`src/rtl/pbgpio_pkg.sv`:
```
// package: register map, reset values and field positions of the port b gpio block
package pbgpio_pkg;
  localparam int ADDR_W = 20;
  localparam logic [19:0] OFS_DIRECTION = 20'hee00a;
  localparam logic [19:0] OFS_OUT_LATCH = 20'hfffda;
  localparam logic [19:0] OFS_ALT_ENABLE = 20'hee100;
  localparam logic [7:0] RST_DIRECTION = 8'h00;
  localparam logic [7:0] RST_OUT_LATCH = 8'h00;
  localparam logic [7:0] RD_DIRECTION = 8'hff;
  localparam logic [7:0] RD_UNMAPPED = 8'h00;
  localparam int PAT_LO_BIT = 4;
  localparam int TMR_HI_BIT = 3;
  localparam int SYNC_STAGES = 3;
endpackage

```
`src/rtl/pbgpio_sync.sv`:
```
// three-stage pin input synchroniser with agreement filter
module pbgpio_sync (
  // clock, reset, enable
  input wire logic clk,
  input wire logic rst,
  input wire logic ce,
  // raw pin level and filtered level
  input wire logic [7:0] pin_in,
  output logic [7:0] level
);
  logic [7:0] stage1;
  logic [7:0] stage2;
  logic [7:0] stage3;

  // shift chain; first stage read only by the second
  always_ff @(posedge clk) begin
    if (rst) begin
      stage1 <= 8'h00;
      stage2 <= 8'h00;
      stage3 <= 8'h00;
    end else if (ce) begin
      stage1 <= pin_in;
      stage2 <= stage1;
      stage3 <= stage2;
    end
  end

  // a bit changes only when stages two and three agree, so one-cycle glitches are dropped
  always_ff @(posedge clk) begin
    if (rst) begin
      level <= 8'h00;
    end else if (ce) begin
      for (int i = 0; i < 8; i++) begin
        if (stage2[i] == stage3[i]) begin
          level[i] <= stage3[i];
        end
      end
    end
  end
endmodule // pbgpio_sync

```
`src/rtl/pbgpio_port.sv`:
```
// top: eight-pin general purpose port with pattern and timer/chip-select muxing
//
// Implementation choice: strobed register access.
module pbgpio_port (
  // clock, reset, enable
  input wire logic CLK_SYS,
  input wire logic SYS_RST,
  input wire logic CLK_EN,
  // power state
  input wire logic HW_STANDBY,
  input wire logic SW_STANDBY,
  // register port
  input wire logic [19:0] REG_ADDR,
  input wire logic [7:0] REG_WDATA,
  input wire logic REG_WR,
  input wire logic REG_RD,
  output logic [7:0] REG_RDATA,
  // pattern controller
  input wire logic [3:0] PATTERN_ENABLE_UPPER_BYTE,
  input wire logic [7:0] PATTERN_OUT,
  // lower-pin alternate functions: timer and chip select
  input wire logic [3:0] ALT_LOW_ENABLE,
  input wire logic [3:0] ALT_LOW_OUT,
  // pins
  input wire logic [7:0] PIN_IN,
  output logic [7:0] PIN_OUT,
  output logic [7:0] PIN_OE_N
);
  logic [7:0] port_direction_select;
  logic [7:0] port_output_latch;
  logic [7:0] pin_level;
  logic [7:0] pattern_enable_full;
  logic [7:0] alt_enable_full;
  logic [7:0] alt_out_full;
  logic [7:0] next_pin_out;
  logic [7:0] next_oe_n;
  logic [7:0] next_rdata;
  logic clear_regs;

  // hardware standby behaves like reset for the direction and latch registers; software standby changes nothing
  assign clear_regs = SYS_RST | HW_STANDBY;

  // address decoder shared by read and write paths
  function automatic logic hit(input logic [19:0] a, input logic [19:0] ofs);
    hit = (a == ofs);
  endfunction

  // pin synchroniser
  pbgpio_sync u_sync (
    .clk(CLK_SYS),
    .rst(SYS_RST),
    .ce(CLK_EN),
    .pin_in(PIN_IN),
    .level(pin_level)
  );

  // direction register, write-only
  always_ff @(posedge CLK_SYS) begin
    if (clear_regs) begin
      port_direction_select <= pbgpio_pkg::RST_DIRECTION;
    end else if (CLK_EN && REG_WR && hit(REG_ADDR, pbgpio_pkg::OFS_DIRECTION)) begin
      port_direction_select <= REG_WDATA;
    end
  end

  // output latch; software standby leaves it untouched
  always_ff @(posedge CLK_SYS) begin
    if (clear_regs) begin
      port_output_latch <= pbgpio_pkg::RST_OUT_LATCH;
    end else if (CLK_EN && REG_WR && hit(REG_ADDR, pbgpio_pkg::OFS_OUT_LATCH)) begin
      port_output_latch <= REG_WDATA;
    end
  end

  // pattern enables only exist for the upper nibble
  assign pattern_enable_full = {PATTERN_ENABLE_UPPER_BYTE, 4'h0};

  // low-pin claims widened so the mux loop never indexes past the four claim bits
  assign alt_enable_full = {4'h0, ALT_LOW_ENABLE};
  assign alt_out_full = {4'h0, ALT_LOW_OUT};

  // per-pin mux: alternate low functions win, then pattern, then plain port
  always_comb begin
    next_pin_out = 8'h00;
    next_oe_n = 8'hff;
    for (int i = 0; i < 8; i++) begin
      if (alt_enable_full[i]) begin
        next_pin_out[i] = alt_out_full[i];
        next_oe_n[i] = 1'b0;
      end else if (port_direction_select[i] && pattern_enable_full[i]) begin
        next_pin_out[i] = PATTERN_OUT[i];
        next_oe_n[i] = 1'b0;
      end else if (port_direction_select[i]) begin
        next_pin_out[i] = port_output_latch[i];
        next_oe_n[i] = 1'b0;
      end
    end
    if (clear_regs) begin
      next_oe_n = 8'hff;
      next_pin_out = 8'h00;
    end
  end

  // pin drivers registered so data outputs come from flip-flops
  always_ff @(posedge CLK_SYS) begin
    if (SYS_RST) begin
      PIN_OUT <= 8'h00;
      PIN_OE_N <= 8'hff;
    end else if (CLK_EN) begin
      PIN_OUT <= next_pin_out;
      PIN_OE_N <= next_oe_n;
    end
  end

  // read mux; direction register never reveals its contents
  always_comb begin
    if (hit(REG_ADDR, pbgpio_pkg::OFS_DIRECTION)) begin
      next_rdata = pbgpio_pkg::RD_DIRECTION;
    end else if (hit(REG_ADDR, pbgpio_pkg::OFS_OUT_LATCH)) begin
      next_rdata = (port_direction_select & port_output_latch)
                 | (~port_direction_select & pin_level);
    end else begin
      next_rdata = pbgpio_pkg::RD_UNMAPPED;
    end
  end

  // read data stands one cycle after an enabled strobe, zero after other enabled cycles, held while CLK_EN is low
  always_ff @(posedge CLK_SYS) begin
    if (SYS_RST) begin
      REG_RDATA <= 8'h00;
    end else if (CLK_EN) begin
      REG_RDATA <= REG_RD ? next_rdata : 8'h00;
    end
  end

  // checks
  a_dir_reads_ones: assert property (@(posedge CLK_SYS) disable iff (SYS_RST)
    (CLK_EN && REG_RD && REG_ADDR == pbgpio_pkg::OFS_DIRECTION) |=> REG_RDATA == 8'hff)
    else $error("direction read not all ones");
  a_dir_clear: assert property (@(posedge CLK_SYS)
    (HW_STANDBY || SYS_RST) |=> port_direction_select == 8'h00)
    else $error("direction not cleared");
  a_latch_clear: assert property (@(posedge CLK_SYS)
    (HW_STANDBY || SYS_RST) |=> port_output_latch == 8'h00)
    else $error("latch not cleared");
  a_latch_write: assert property (@(posedge CLK_SYS) disable iff (SYS_RST || HW_STANDBY)
    (CLK_EN && REG_WR && REG_ADDR == pbgpio_pkg::OFS_OUT_LATCH) |=> port_output_latch == $past(REG_WDATA))
    else $error("latch write lost");
  a_swstby_hold: assert property (@(posedge CLK_SYS) disable iff (SYS_RST || HW_STANDBY)
    (SW_STANDBY && !REG_WR) |=> $stable(port_direction_select))
    else $error("direction changed in software standby");
  a_input_hiz: assert property (@(posedge CLK_SYS) disable iff (SYS_RST)
    (CLK_EN && !HW_STANDBY && port_direction_select[7] == 1'b0) |=> PIN_OE_N[7])
    else $error("input pin driven");
  a_pattern_pin7: assert property (@(posedge CLK_SYS) disable iff (SYS_RST)
    (CLK_EN && !HW_STANDBY && port_direction_select[7] && PATTERN_ENABLE_UPPER_BYTE[3])
      |=> (!PIN_OE_N[7] && PIN_OUT[7] == $past(PATTERN_OUT[7])))
    else $error("pin 7 pattern not driven");
  a_port_pin4: assert property (@(posedge CLK_SYS) disable iff (SYS_RST)
    (CLK_EN && !HW_STANDBY && port_direction_select[4] && !PATTERN_ENABLE_UPPER_BYTE[0])
      |=> (!PIN_OE_N[4] && PIN_OUT[4] == $past(port_output_latch[4])))
    else $error("pin 4 port output wrong");
  a_read_latched: assert property (@(posedge CLK_SYS) disable iff (SYS_RST)
    (CLK_EN && REG_RD && REG_ADDR == pbgpio_pkg::OFS_OUT_LATCH && port_direction_select == 8'hff)
      |=> REG_RDATA == $past(port_output_latch))
    else $error("read did not return latch");

  // register writes, standby holds and clock-enable freeze
  a_dir_write: assert property (@(posedge CLK_SYS) disable iff (SYS_RST || HW_STANDBY)
    (CLK_EN && REG_WR && REG_ADDR == pbgpio_pkg::OFS_DIRECTION) |=> port_direction_select == $past(REG_WDATA))
    else $error("direction write lost");
  a_latch_swstby: assert property (@(posedge CLK_SYS) disable iff (SYS_RST || HW_STANDBY)
    (SW_STANDBY && !REG_WR) |=> $stable(port_output_latch))
    else $error("latch changed in software standby");
  a_stray_write: assert property (@(posedge CLK_SYS) disable iff (SYS_RST || HW_STANDBY)
    (CLK_EN && REG_WR && REG_ADDR != pbgpio_pkg::OFS_OUT_LATCH && REG_ADDR != pbgpio_pkg::OFS_DIRECTION)
      |=> ($stable(port_output_latch) && $stable(port_direction_select)))
    else $error("unmapped write changed a register");
  a_freeze_dir: assert property (@(posedge CLK_SYS) disable iff (SYS_RST || HW_STANDBY)
    !CLK_EN |=> $stable(port_direction_select))
    else $error("direction changed while frozen");
  a_freeze_latch: assert property (@(posedge CLK_SYS) disable iff (SYS_RST || HW_STANDBY)
    !CLK_EN |=> $stable(port_output_latch))
    else $error("latch changed while frozen");
  a_freeze_pins: assert property (@(posedge CLK_SYS) disable iff (SYS_RST)
    !CLK_EN |=> ($stable(PIN_OE_N) && $stable(PIN_OUT)))
    else $error("pins changed while frozen");

  // upper pins released as inputs, pattern enable or not
  a_input_hiz6: assert property (@(posedge CLK_SYS) disable iff (SYS_RST)
    (CLK_EN && !HW_STANDBY && port_direction_select[6] == 1'b0)
      |=> PIN_OE_N[6])
    else $error("input pin 6 driven");
  a_input_hiz5: assert property (@(posedge CLK_SYS) disable iff (SYS_RST)
    (CLK_EN && !HW_STANDBY && port_direction_select[5] == 1'b0)
      |=> PIN_OE_N[5])
    else $error("input pin 5 driven");
  a_input_hiz4: assert property (@(posedge CLK_SYS) disable iff (SYS_RST)
    (CLK_EN && !HW_STANDBY && port_direction_select[4] == 1'b0)
      |=> PIN_OE_N[4])
    else $error("input pin 4 driven");
  a_pattern_off7: assert property (@(posedge CLK_SYS) disable iff (SYS_RST)
    (CLK_EN && !HW_STANDBY && !port_direction_select[7] && PATTERN_ENABLE_UPPER_BYTE[3])
      |=> PIN_OE_N[7])
    else $error("pin 7 pattern driven without direction");
  a_pattern_off5: assert property (@(posedge CLK_SYS) disable iff (SYS_RST)
    (CLK_EN && !HW_STANDBY && !port_direction_select[5] && PATTERN_ENABLE_UPPER_BYTE[1])
      |=> PIN_OE_N[5])
    else $error("pin 5 pattern driven without direction");

  // upper pins as port outputs
  a_port_pin7: assert property (@(posedge CLK_SYS) disable iff (SYS_RST)
    (CLK_EN && !HW_STANDBY && port_direction_select[7] && !PATTERN_ENABLE_UPPER_BYTE[3])
      |=> (!PIN_OE_N[7] && PIN_OUT[7] == $past(port_output_latch[7])))
    else $error("pin 7 port output wrong");
  a_port_pin6: assert property (@(posedge CLK_SYS) disable iff (SYS_RST)
    (CLK_EN && !HW_STANDBY && port_direction_select[6] && !PATTERN_ENABLE_UPPER_BYTE[2])
      |=> (!PIN_OE_N[6] && PIN_OUT[6] == $past(port_output_latch[6])))
    else $error("pin 6 port output wrong");
  a_port_pin5: assert property (@(posedge CLK_SYS) disable iff (SYS_RST)
    (CLK_EN && !HW_STANDBY && port_direction_select[5] && !PATTERN_ENABLE_UPPER_BYTE[1])
      |=> (!PIN_OE_N[5] && PIN_OUT[5] == $past(port_output_latch[5])))
    else $error("pin 5 port output wrong");

  // upper pins carrying pattern bits
  a_pattern_pin6: assert property (@(posedge CLK_SYS) disable iff (SYS_RST)
    (CLK_EN && !HW_STANDBY && port_direction_select[6] && PATTERN_ENABLE_UPPER_BYTE[2])
      |=> (!PIN_OE_N[6] && PIN_OUT[6] == $past(PATTERN_OUT[6])))
    else $error("pin 6 pattern not driven");
  a_pattern_pin5: assert property (@(posedge CLK_SYS) disable iff (SYS_RST)
    (CLK_EN && !HW_STANDBY && port_direction_select[5] && PATTERN_ENABLE_UPPER_BYTE[1])
      |=> (!PIN_OE_N[5] && PIN_OUT[5] == $past(PATTERN_OUT[5])))
    else $error("pin 5 pattern not driven");
  a_pattern_pin4: assert property (@(posedge CLK_SYS) disable iff (SYS_RST)
    (CLK_EN && !HW_STANDBY && port_direction_select[4] && PATTERN_ENABLE_UPPER_BYTE[0])
      |=> (!PIN_OE_N[4] && PIN_OUT[4] == $past(PATTERN_OUT[4])))
    else $error("pin 4 pattern not driven");

  // lower pins: timer or chip-select claim first, then port output, then input
  a_alt_pin0: assert property (@(posedge CLK_SYS) disable iff (SYS_RST)
    (CLK_EN && !HW_STANDBY && ALT_LOW_ENABLE[0])
      |=> (!PIN_OE_N[0] && PIN_OUT[0] == $past(ALT_LOW_OUT[0])))
    else $error("pin 0 claim not driven");
  a_alt_pin1: assert property (@(posedge CLK_SYS) disable iff (SYS_RST)
    (CLK_EN && !HW_STANDBY && ALT_LOW_ENABLE[1])
      |=> (!PIN_OE_N[1] && PIN_OUT[1] == $past(ALT_LOW_OUT[1])))
    else $error("pin 1 claim not driven");
  a_low_port0: assert property (@(posedge CLK_SYS) disable iff (SYS_RST)
    (CLK_EN && !HW_STANDBY && !ALT_LOW_ENABLE[0] && port_direction_select[0])
      |=> (!PIN_OE_N[0] && PIN_OUT[0] == $past(port_output_latch[0])))
    else $error("pin 0 port output wrong");
  a_low_port1: assert property (@(posedge CLK_SYS) disable iff (SYS_RST)
    (CLK_EN && !HW_STANDBY && !ALT_LOW_ENABLE[1] && port_direction_select[1])
      |=> (!PIN_OE_N[1] && PIN_OUT[1] == $past(port_output_latch[1])))
    else $error("pin 1 port output wrong");
  a_low_port2: assert property (@(posedge CLK_SYS) disable iff (SYS_RST)
    (CLK_EN && !HW_STANDBY && !ALT_LOW_ENABLE[2] && port_direction_select[2])
      |=> (!PIN_OE_N[2] && PIN_OUT[2] == $past(port_output_latch[2])))
    else $error("pin 2 port output wrong");
  a_low_port3: assert property (@(posedge CLK_SYS) disable iff (SYS_RST)
    (CLK_EN && !HW_STANDBY && !ALT_LOW_ENABLE[3] && port_direction_select[3])
      |=> (!PIN_OE_N[3] && PIN_OUT[3] == $past(port_output_latch[3])))
    else $error("pin 3 port output wrong");
  a_low_input0: assert property (@(posedge CLK_SYS) disable iff (SYS_RST)
    (CLK_EN && !HW_STANDBY && !ALT_LOW_ENABLE[0] && !port_direction_select[0])
      |=> PIN_OE_N[0])
    else $error("input pin 0 driven");
  a_low_input1: assert property (@(posedge CLK_SYS) disable iff (SYS_RST)
    (CLK_EN && !HW_STANDBY && !ALT_LOW_ENABLE[1] && !port_direction_select[1])
      |=> PIN_OE_N[1])
    else $error("input pin 1 driven");
  a_low_input2: assert property (@(posedge CLK_SYS) disable iff (SYS_RST)
    (CLK_EN && !HW_STANDBY && !ALT_LOW_ENABLE[2] && !port_direction_select[2])
      |=> PIN_OE_N[2])
    else $error("input pin 2 driven");
  a_low_input3: assert property (@(posedge CLK_SYS) disable iff (SYS_RST)
    (CLK_EN && !HW_STANDBY && !ALT_LOW_ENABLE[3] && !port_direction_select[3])
      |=> PIN_OE_N[3])
    else $error("input pin 3 driven");

  // read-back of pin levels and release on reset or hardware standby
  a_read_pins: assert property (@(posedge CLK_SYS) disable iff (SYS_RST)
    (CLK_EN && REG_RD && REG_ADDR == pbgpio_pkg::OFS_OUT_LATCH && port_direction_select == 8'h00)
      |=> REG_RDATA == $past(pin_level))
    else $error("read did not return pin level");
  a_pins_released: assert property (@(posedge CLK_SYS)
    (SYS_RST || (CLK_EN && HW_STANDBY)) |=> PIN_OE_N == 8'hff)
    else $error("pins not released");
endmodule // pbgpio_port

```
`config.mk`:
```
export PLATFORM = sky130hd
export DESIGN_NAME = pbgpio_port
export DESIGN_NICKNAME = d
export VERILOG_FILES = /design/src/rtl/pbgpio_pkg.sv /design/src/rtl/pbgpio_sync.sv /design/src/rtl/pbgpio_port.sv
export SDC_FILE = /design/constraint.sdc
export NUM_CORES = 1
export LEC_CHECK = 0
export ABC_AREA = 1
export BUFFER_PORTS_ARGS = -buffer_cell sky130_fd_sc_hd__buf_4
export CAP_MARGIN = 10
export CELL_PAD_IN_SITES_DETAIL_PLACEMENT = 0
export CELL_PAD_IN_SITES_GLOBAL_PLACEMENT = 2
export CORE_MARGIN = 2
export CORE_UTILIZATION = 25
export CTS_CLUSTER_DIAMETER = 50
export DETAILED_ROUTE_END_ITERATION = 6
export GPL_TIMING_DRIVEN = 0
export PLACE_DENSITY = 0.74
export SYNTH_ARGS = -nofsm -noshare
export SYNTH_HDL_FRONTEND = slang
export SYNTH_SLANG_ARGS = --single-unit
export TNS_END_PERCENT = 30
```
`constraint.sdc`:
```
create_clock -name CLK_SYS -period 1.05 [get_ports CLK_SYS]
set_clock_uncertainty 0.1 [all_clocks]
set_input_delay 0.0525 -clock CLK_SYS [delete_from_list [all_inputs] [get_ports CLK_SYS]]
set_output_delay 0.0525 -clock CLK_SYS [all_outputs]
set_load 0.01 [all_outputs]
```
Word level (Yosys, flattened, before mapping):

Index checks and enable logic that the tools add are counted.

* bits in writable memories: 0
* latch bits: 0
* word-level logic and storage cells: 83
* memories: 0
* ROM bits: 0
* register bits: 72

* eq/ne operators: 10
* muxes and demuxes: 37
* bitwise gates (word level): 5
* divide/modulo/power cells: 0
* add/subtract/negate cells: 0
* shifts and indexed selects: 0
* multiply operators: 0
* reduce and logical (&&, ||, !) cells: 15
* $lt $le $gt $ge: 0

Operators by type and width (count)
* 20-bit equality test (second input constant): 2
* 8-bit 2-to-1 mux: 5
* 1-bit 2-to-1 mux: 32
* 8-bit AND: 2
* 2-bit AND reduction: 8
* 1-bit equality test: 8
* 8-bit inverter: 1
* 8-bit bitwise OR: 1
* 1-bit logical AND: 7
* 1-bit bitwise OR: 1

Logic depth before layout (Yosys ltp):

* depth in word-level cells: 6
* mapped depth: 10
* gate-level depth less buffers: 10

Cells and area by module:

From an unflattened synthesis, not the netlist that was laid out.

* cells, all modules: 449
* area, all modules: 3214.3 um2

Modules (own cells, without submodules)
* pbgpio_port: times used 1, cells each 278, area an instance 1929.4 um2
* pbgpio_sync: times used 1, cells each 171, area an instance 1285.0 um2

Least setup slack after synthesis:

No wires, ideal clock.

* path kind: input to register
* start point: in CLK_EN
* end point: reg port_output_latch[0]
* arrival: 0.839 ns
* data required time: 0.836 ns
* path buffers: 1
* stages on the path: 7
* slack: -0.003 ns
* library setup time: 0.114 ns
* cell sequence: buf_2 > nand2_1 > inv_2 > nand3_4 > clkinv_4 > o21ai_2 > nor2_2

* longest elaborated chain between the ends: 2

RTL lines
* start, declared: RTL line pbgpio_port.sv:8 `input wire logic CLK_EN,`
* 1-bit logical AND (2 in a row): RTL line pbgpio_port.sv:70 `end else if (CLK_EN && REG_WR && hit(REG_ADDR, pbgpio_pkg::OFS_OUT_LATCH)) begin`
* end signal, assigned: RTL line pbgpio_port.sv:69 `port_output_latch <= pbgpio_pkg::RST_OUT_LATCH;`
* end, declared: RTL line pbgpio_port.sv:30 `logic [7:0] port_output_latch;`

No other way between the ends.
A chain may end at the register's enable or synchronous reset.

Worst setup path after layout:

* start point: reg port_direction_select[5]
* end point: reg REG_RDATA[5]

* longest elaborated chain between the ends: 6
* elaborated cells between the ends (all ways): 7
* classes of those cells: 3 x mux; 4 x bitwise

RTL lines
* start, declared: RTL line pbgpio_port.sv:29 `logic [7:0] port_direction_select;`
* start signal, assigned: RTL line pbgpio_port.sv:60 `port_direction_select <= pbgpio_pkg::RST_DIRECTION;`
* 8-bit inverter: RTL line pbgpio_port.sv:121 `| (~port_direction_select & pin_level);`
* 8-bit AND: RTL line pbgpio_port.sv:121
* 8-bit bitwise OR (*): RTL line pbgpio_port.sv:121
* 8-bit 2-to-1 mux (*): RTL line pbgpio_port.sv:119 `end else if (hit(REG_ADDR, pbgpio_pkg::OFS_OUT_LATCH)) begin`
* 8-bit 2-to-1 mux (*): RTL line pbgpio_port.sv:117 `if (hit(REG_ADDR, pbgpio_pkg::OFS_DIRECTION)) begin`
* 8-bit 2-to-1 mux (*): RTL line pbgpio_port.sv:132 `REG_RDATA <= REG_RD ? next_rdata : 8'h00;`
* end signal, assigned: RTL line pbgpio_port.sv:132
* end, declared: RTL line pbgpio_port.sv:17 `output logic [7:0] REG_RDATA,`

Every way passes the cells marked *; elsewhere a longest branch is shown, timed or not.

==> results.json <==
{
  "outcome": "finished with violations",
  "violations": "negative hold slack, negative setup slack",
  "io_pins": 87,
  "start_util_pct": 25.7,
  "grt_antenna_before_repair": 0,
  "path_class": "reg2reg",
  "core-area_sq_mm": 0.0120,
  "max_stage_delay_ns": 0.36,
  "syn-num-nets": 480,
  "syn2layout_area_growth_pct": 47.4,
  "seqPwrFrac_pct": 43.2,
  "fin_cells": 686,
  "post-route-cell-area_sq_mm": 0.00455,
  "synth_cells": 417,
  "syn_area_sq_mm": 0.00308,
  "drv_slew": 0,
  "cts_tree": "yes",
  "ir_worst_vdd_v": 0.000607,
  "cts.path.max_buffers": 2,
  "final_util_pct": 37.8,
  "htreeDepth": 3,
  "io_buffer_count": 79,
  "setup_ws_ns": -0.0234,
  "p_total_mw": 6.51,
  "routabilityCongestion": 0.760,
  "root_buffer": "clkbuf_16",
  "yosys.area.top_type": "dfxtp_1",
  "period_share_pct": 102,
  "ctsHoldBuffers": 21,
  "worstPathMaxFanout": 4,
  "grt_max_degree": 14,
  "ys_types": 25,
  "finalHoldViolations": 5,
  "setup-tns-final_ns": -0.0455,
  "rsz0062_at_grt": "yes",
  "pwr-share-comb_pct": 9.1,
  "p_switching_mw": 1.53,
  "die_area_sq_mm": 0.0132,
  "drive_gt1_share_pct": 32.5,
  "hold_class": "in2reg",
  "crit_path_frequent_cell": "nand2_1",
  "grt_first_pass_wirelength_mm": 15.6,
  "netSwitchingFraction_pct": 23.5,
  "start_kind": "flip-flop",
  "synth-edff-count": 0,
  "setup_viol": 5,
  "ys_warn_count": 0,
  "antenna_left": 0,
  "die_w_microns": 115,
  "min_period_ns": 1.07,
  "avgSynthCellArea_sq_um": 7.39,
  "grt_pass1_vias": 3032,
  "crit_required_ns": 1.21,
  "end_kind": "flip-flop",
  "wl_per_cell_microns": 14.0,
  "first_iter_violations": 164,
  "worst_pin_slew_ns": 0.690,
  "routed_wl_mm": 9.60,
  "power_density_mw_per_mm2": 1430,
  "clk_pin_slew_worst_paths_ns": 0.06,
  "synth_ff_type": "dfxtp_1",
  "drv_cap": 0,
  "crit_arrival_ns": 1.24,
  "grt.overflow.total": 0,
  "nNetsFinal": 597,
  "ys_ff_latch": 72,
  "final_cell_mix": "buf_4, nand2_1, nor2_1, dfxtp_1, o21ai_0",
  "clk_latency_ns": 0.33,
  "path_cells": "o21ai_2 -> nand3_1 -> nand2_1 -> nand2_1 -> a21oi_2",
  "place_ws_ns": -0.411,
  "place_area_sq_mm": 0.00386,
  "hold_ws_ns": -0.0796,
  "power.internal_mw": 4.98,
  "power_frac_clock_pct": 47.7,
  "num_vias": 3132,
  "dieHeight_microns": 115,
  "synthArstFlopShare_pct": 0,
  "final_common_cell": "buf_4",
  "grt_use_total_pct": 15.2,
  "cts_made_buffers": 9,
  "vias_per_cell": 4.57,
  "firstDrtPassIters": 4,
  "fmax_mhz": 932,
  "worst_path_max_delay_cell": "dfxtp_4",
  "rows": 40,
  "drc": 0,
  "synth.top_cells.by_area": "dfxtp_1, nand2_1, o21ai_0, nor2_1, a21oi_1",
  "ys_seq_area_share_pct": 46.8,
  "slew-limit-headroom_pct": 54.0,
  "dp.cells": 643,
  "leakage_nw": 1.92,
  "cts_sinks": 72,
  "hpwl_mm": 7.11,
  "n_antenna_cell": 0,
  "synth_top_cell_area_share_pct": 46.8
}
==> final timing paths <==
check                           startpoint         endpoint  slack, ns  cells past startpoint
setup / recovery  port_direction_select[5]     REG_RDATA[5]      -0.02                      5
hold reg to reg               REG_RDATA[7]     REG_RDATA[7]       0.36                      2
setup reg to reg  port_direction_select[5]     REG_RDATA[5]      -0.02                      5
hold / removal                     SYS_RST  u_sync.level[5]      -0.08                      2
==> registers in the layout (all words and copies together) (netlist names) <==
| name | flops |
|---|---|
| PIN_OE_N | 8 |
| PIN_OUT | 8 |
| REG_RDATA | 8 |
| port_direction_select | 8 |
| port_output_latch | 8 |
| u_sync.level | 8 |
| u_sync.stage1 | 8 |
| u_sync.stage2 | 8 |
| u_sync.stage3 | 8 |
==> layout make-up <==
cell class                      instances  area, sq um
Clock inverter                          6         66.3
Multi-Input combinational cell        300         1540
Sequential cell                        72         1480
Tap cell                              147          184
Clock buffer                           10          239
Buffer                                 19         82.6
Inverter                               26          103
Fill cell                            1290         7470
Timing Repair Buffer                  106          848
==> routing by layer <==
layer  track usage, %  vias to the layer above  wire length [microns]
met2             25.3                       69                   4580
met3             3.27                        8                    394
li1                 -                     1603                      -
met5                0                        -                      0
met1             19.8                     1452                   4550
met4             4.34                        0                     76
==> cell families (layout without fill, tap and decap cells) <==
logic type,after synthesis,count (layout),synth area share [%]
multiplexers,3,3,1.10
buffers and inverters,45,167,5.93
AND/OR/NAND/NOR,191,191,28.2
flip-flops,72,72,46.8
AO/OA/AOI/OAI,106,106,18.1
==> power groups by stage <==
stage | Combinational, mW | Clock [mW] | Sequential [mW]
6_report | 0.591 | 3.11 | 2.81
4_1_cts | 0.592 | 3.18 | 2.82
3_5_place_dp | 0.525 | 0 | 2.89
3_3_place_gp | 0.522 | 0 | 2.89
5_1_grt | 0.657 | 3.30 | 2.82
2_1_floorplan | 0.243 | 0 | 2.88
==> worst max-delay path, delay by kind of cell (launching register included) <==
family | cells | cell delay [ns]
AOI/OAI and AO/OA | 2 | 0.29
and+or+nand+nor | 3 | 0.25
DFF | 1 | 0.36
==> synth_stat cells, drive strengths merged, types with 3 or more instances <==
library cell	n
a21oi	34
clkbuf	12
nand3	19
o21ai	68
inv	25
a221oi	4
mux2	3
nand2	94
buf	7
nor2	73
dfxtp	72
==> what timing repair did <==
item	CTS	global route
gates resized for setup	32	31
hold endpoints to repair	37	4
buffers inserted	1	5
setup endpoints to repair	10	18
pin swaps	1	9
Power figures use the tool's default switching activity.
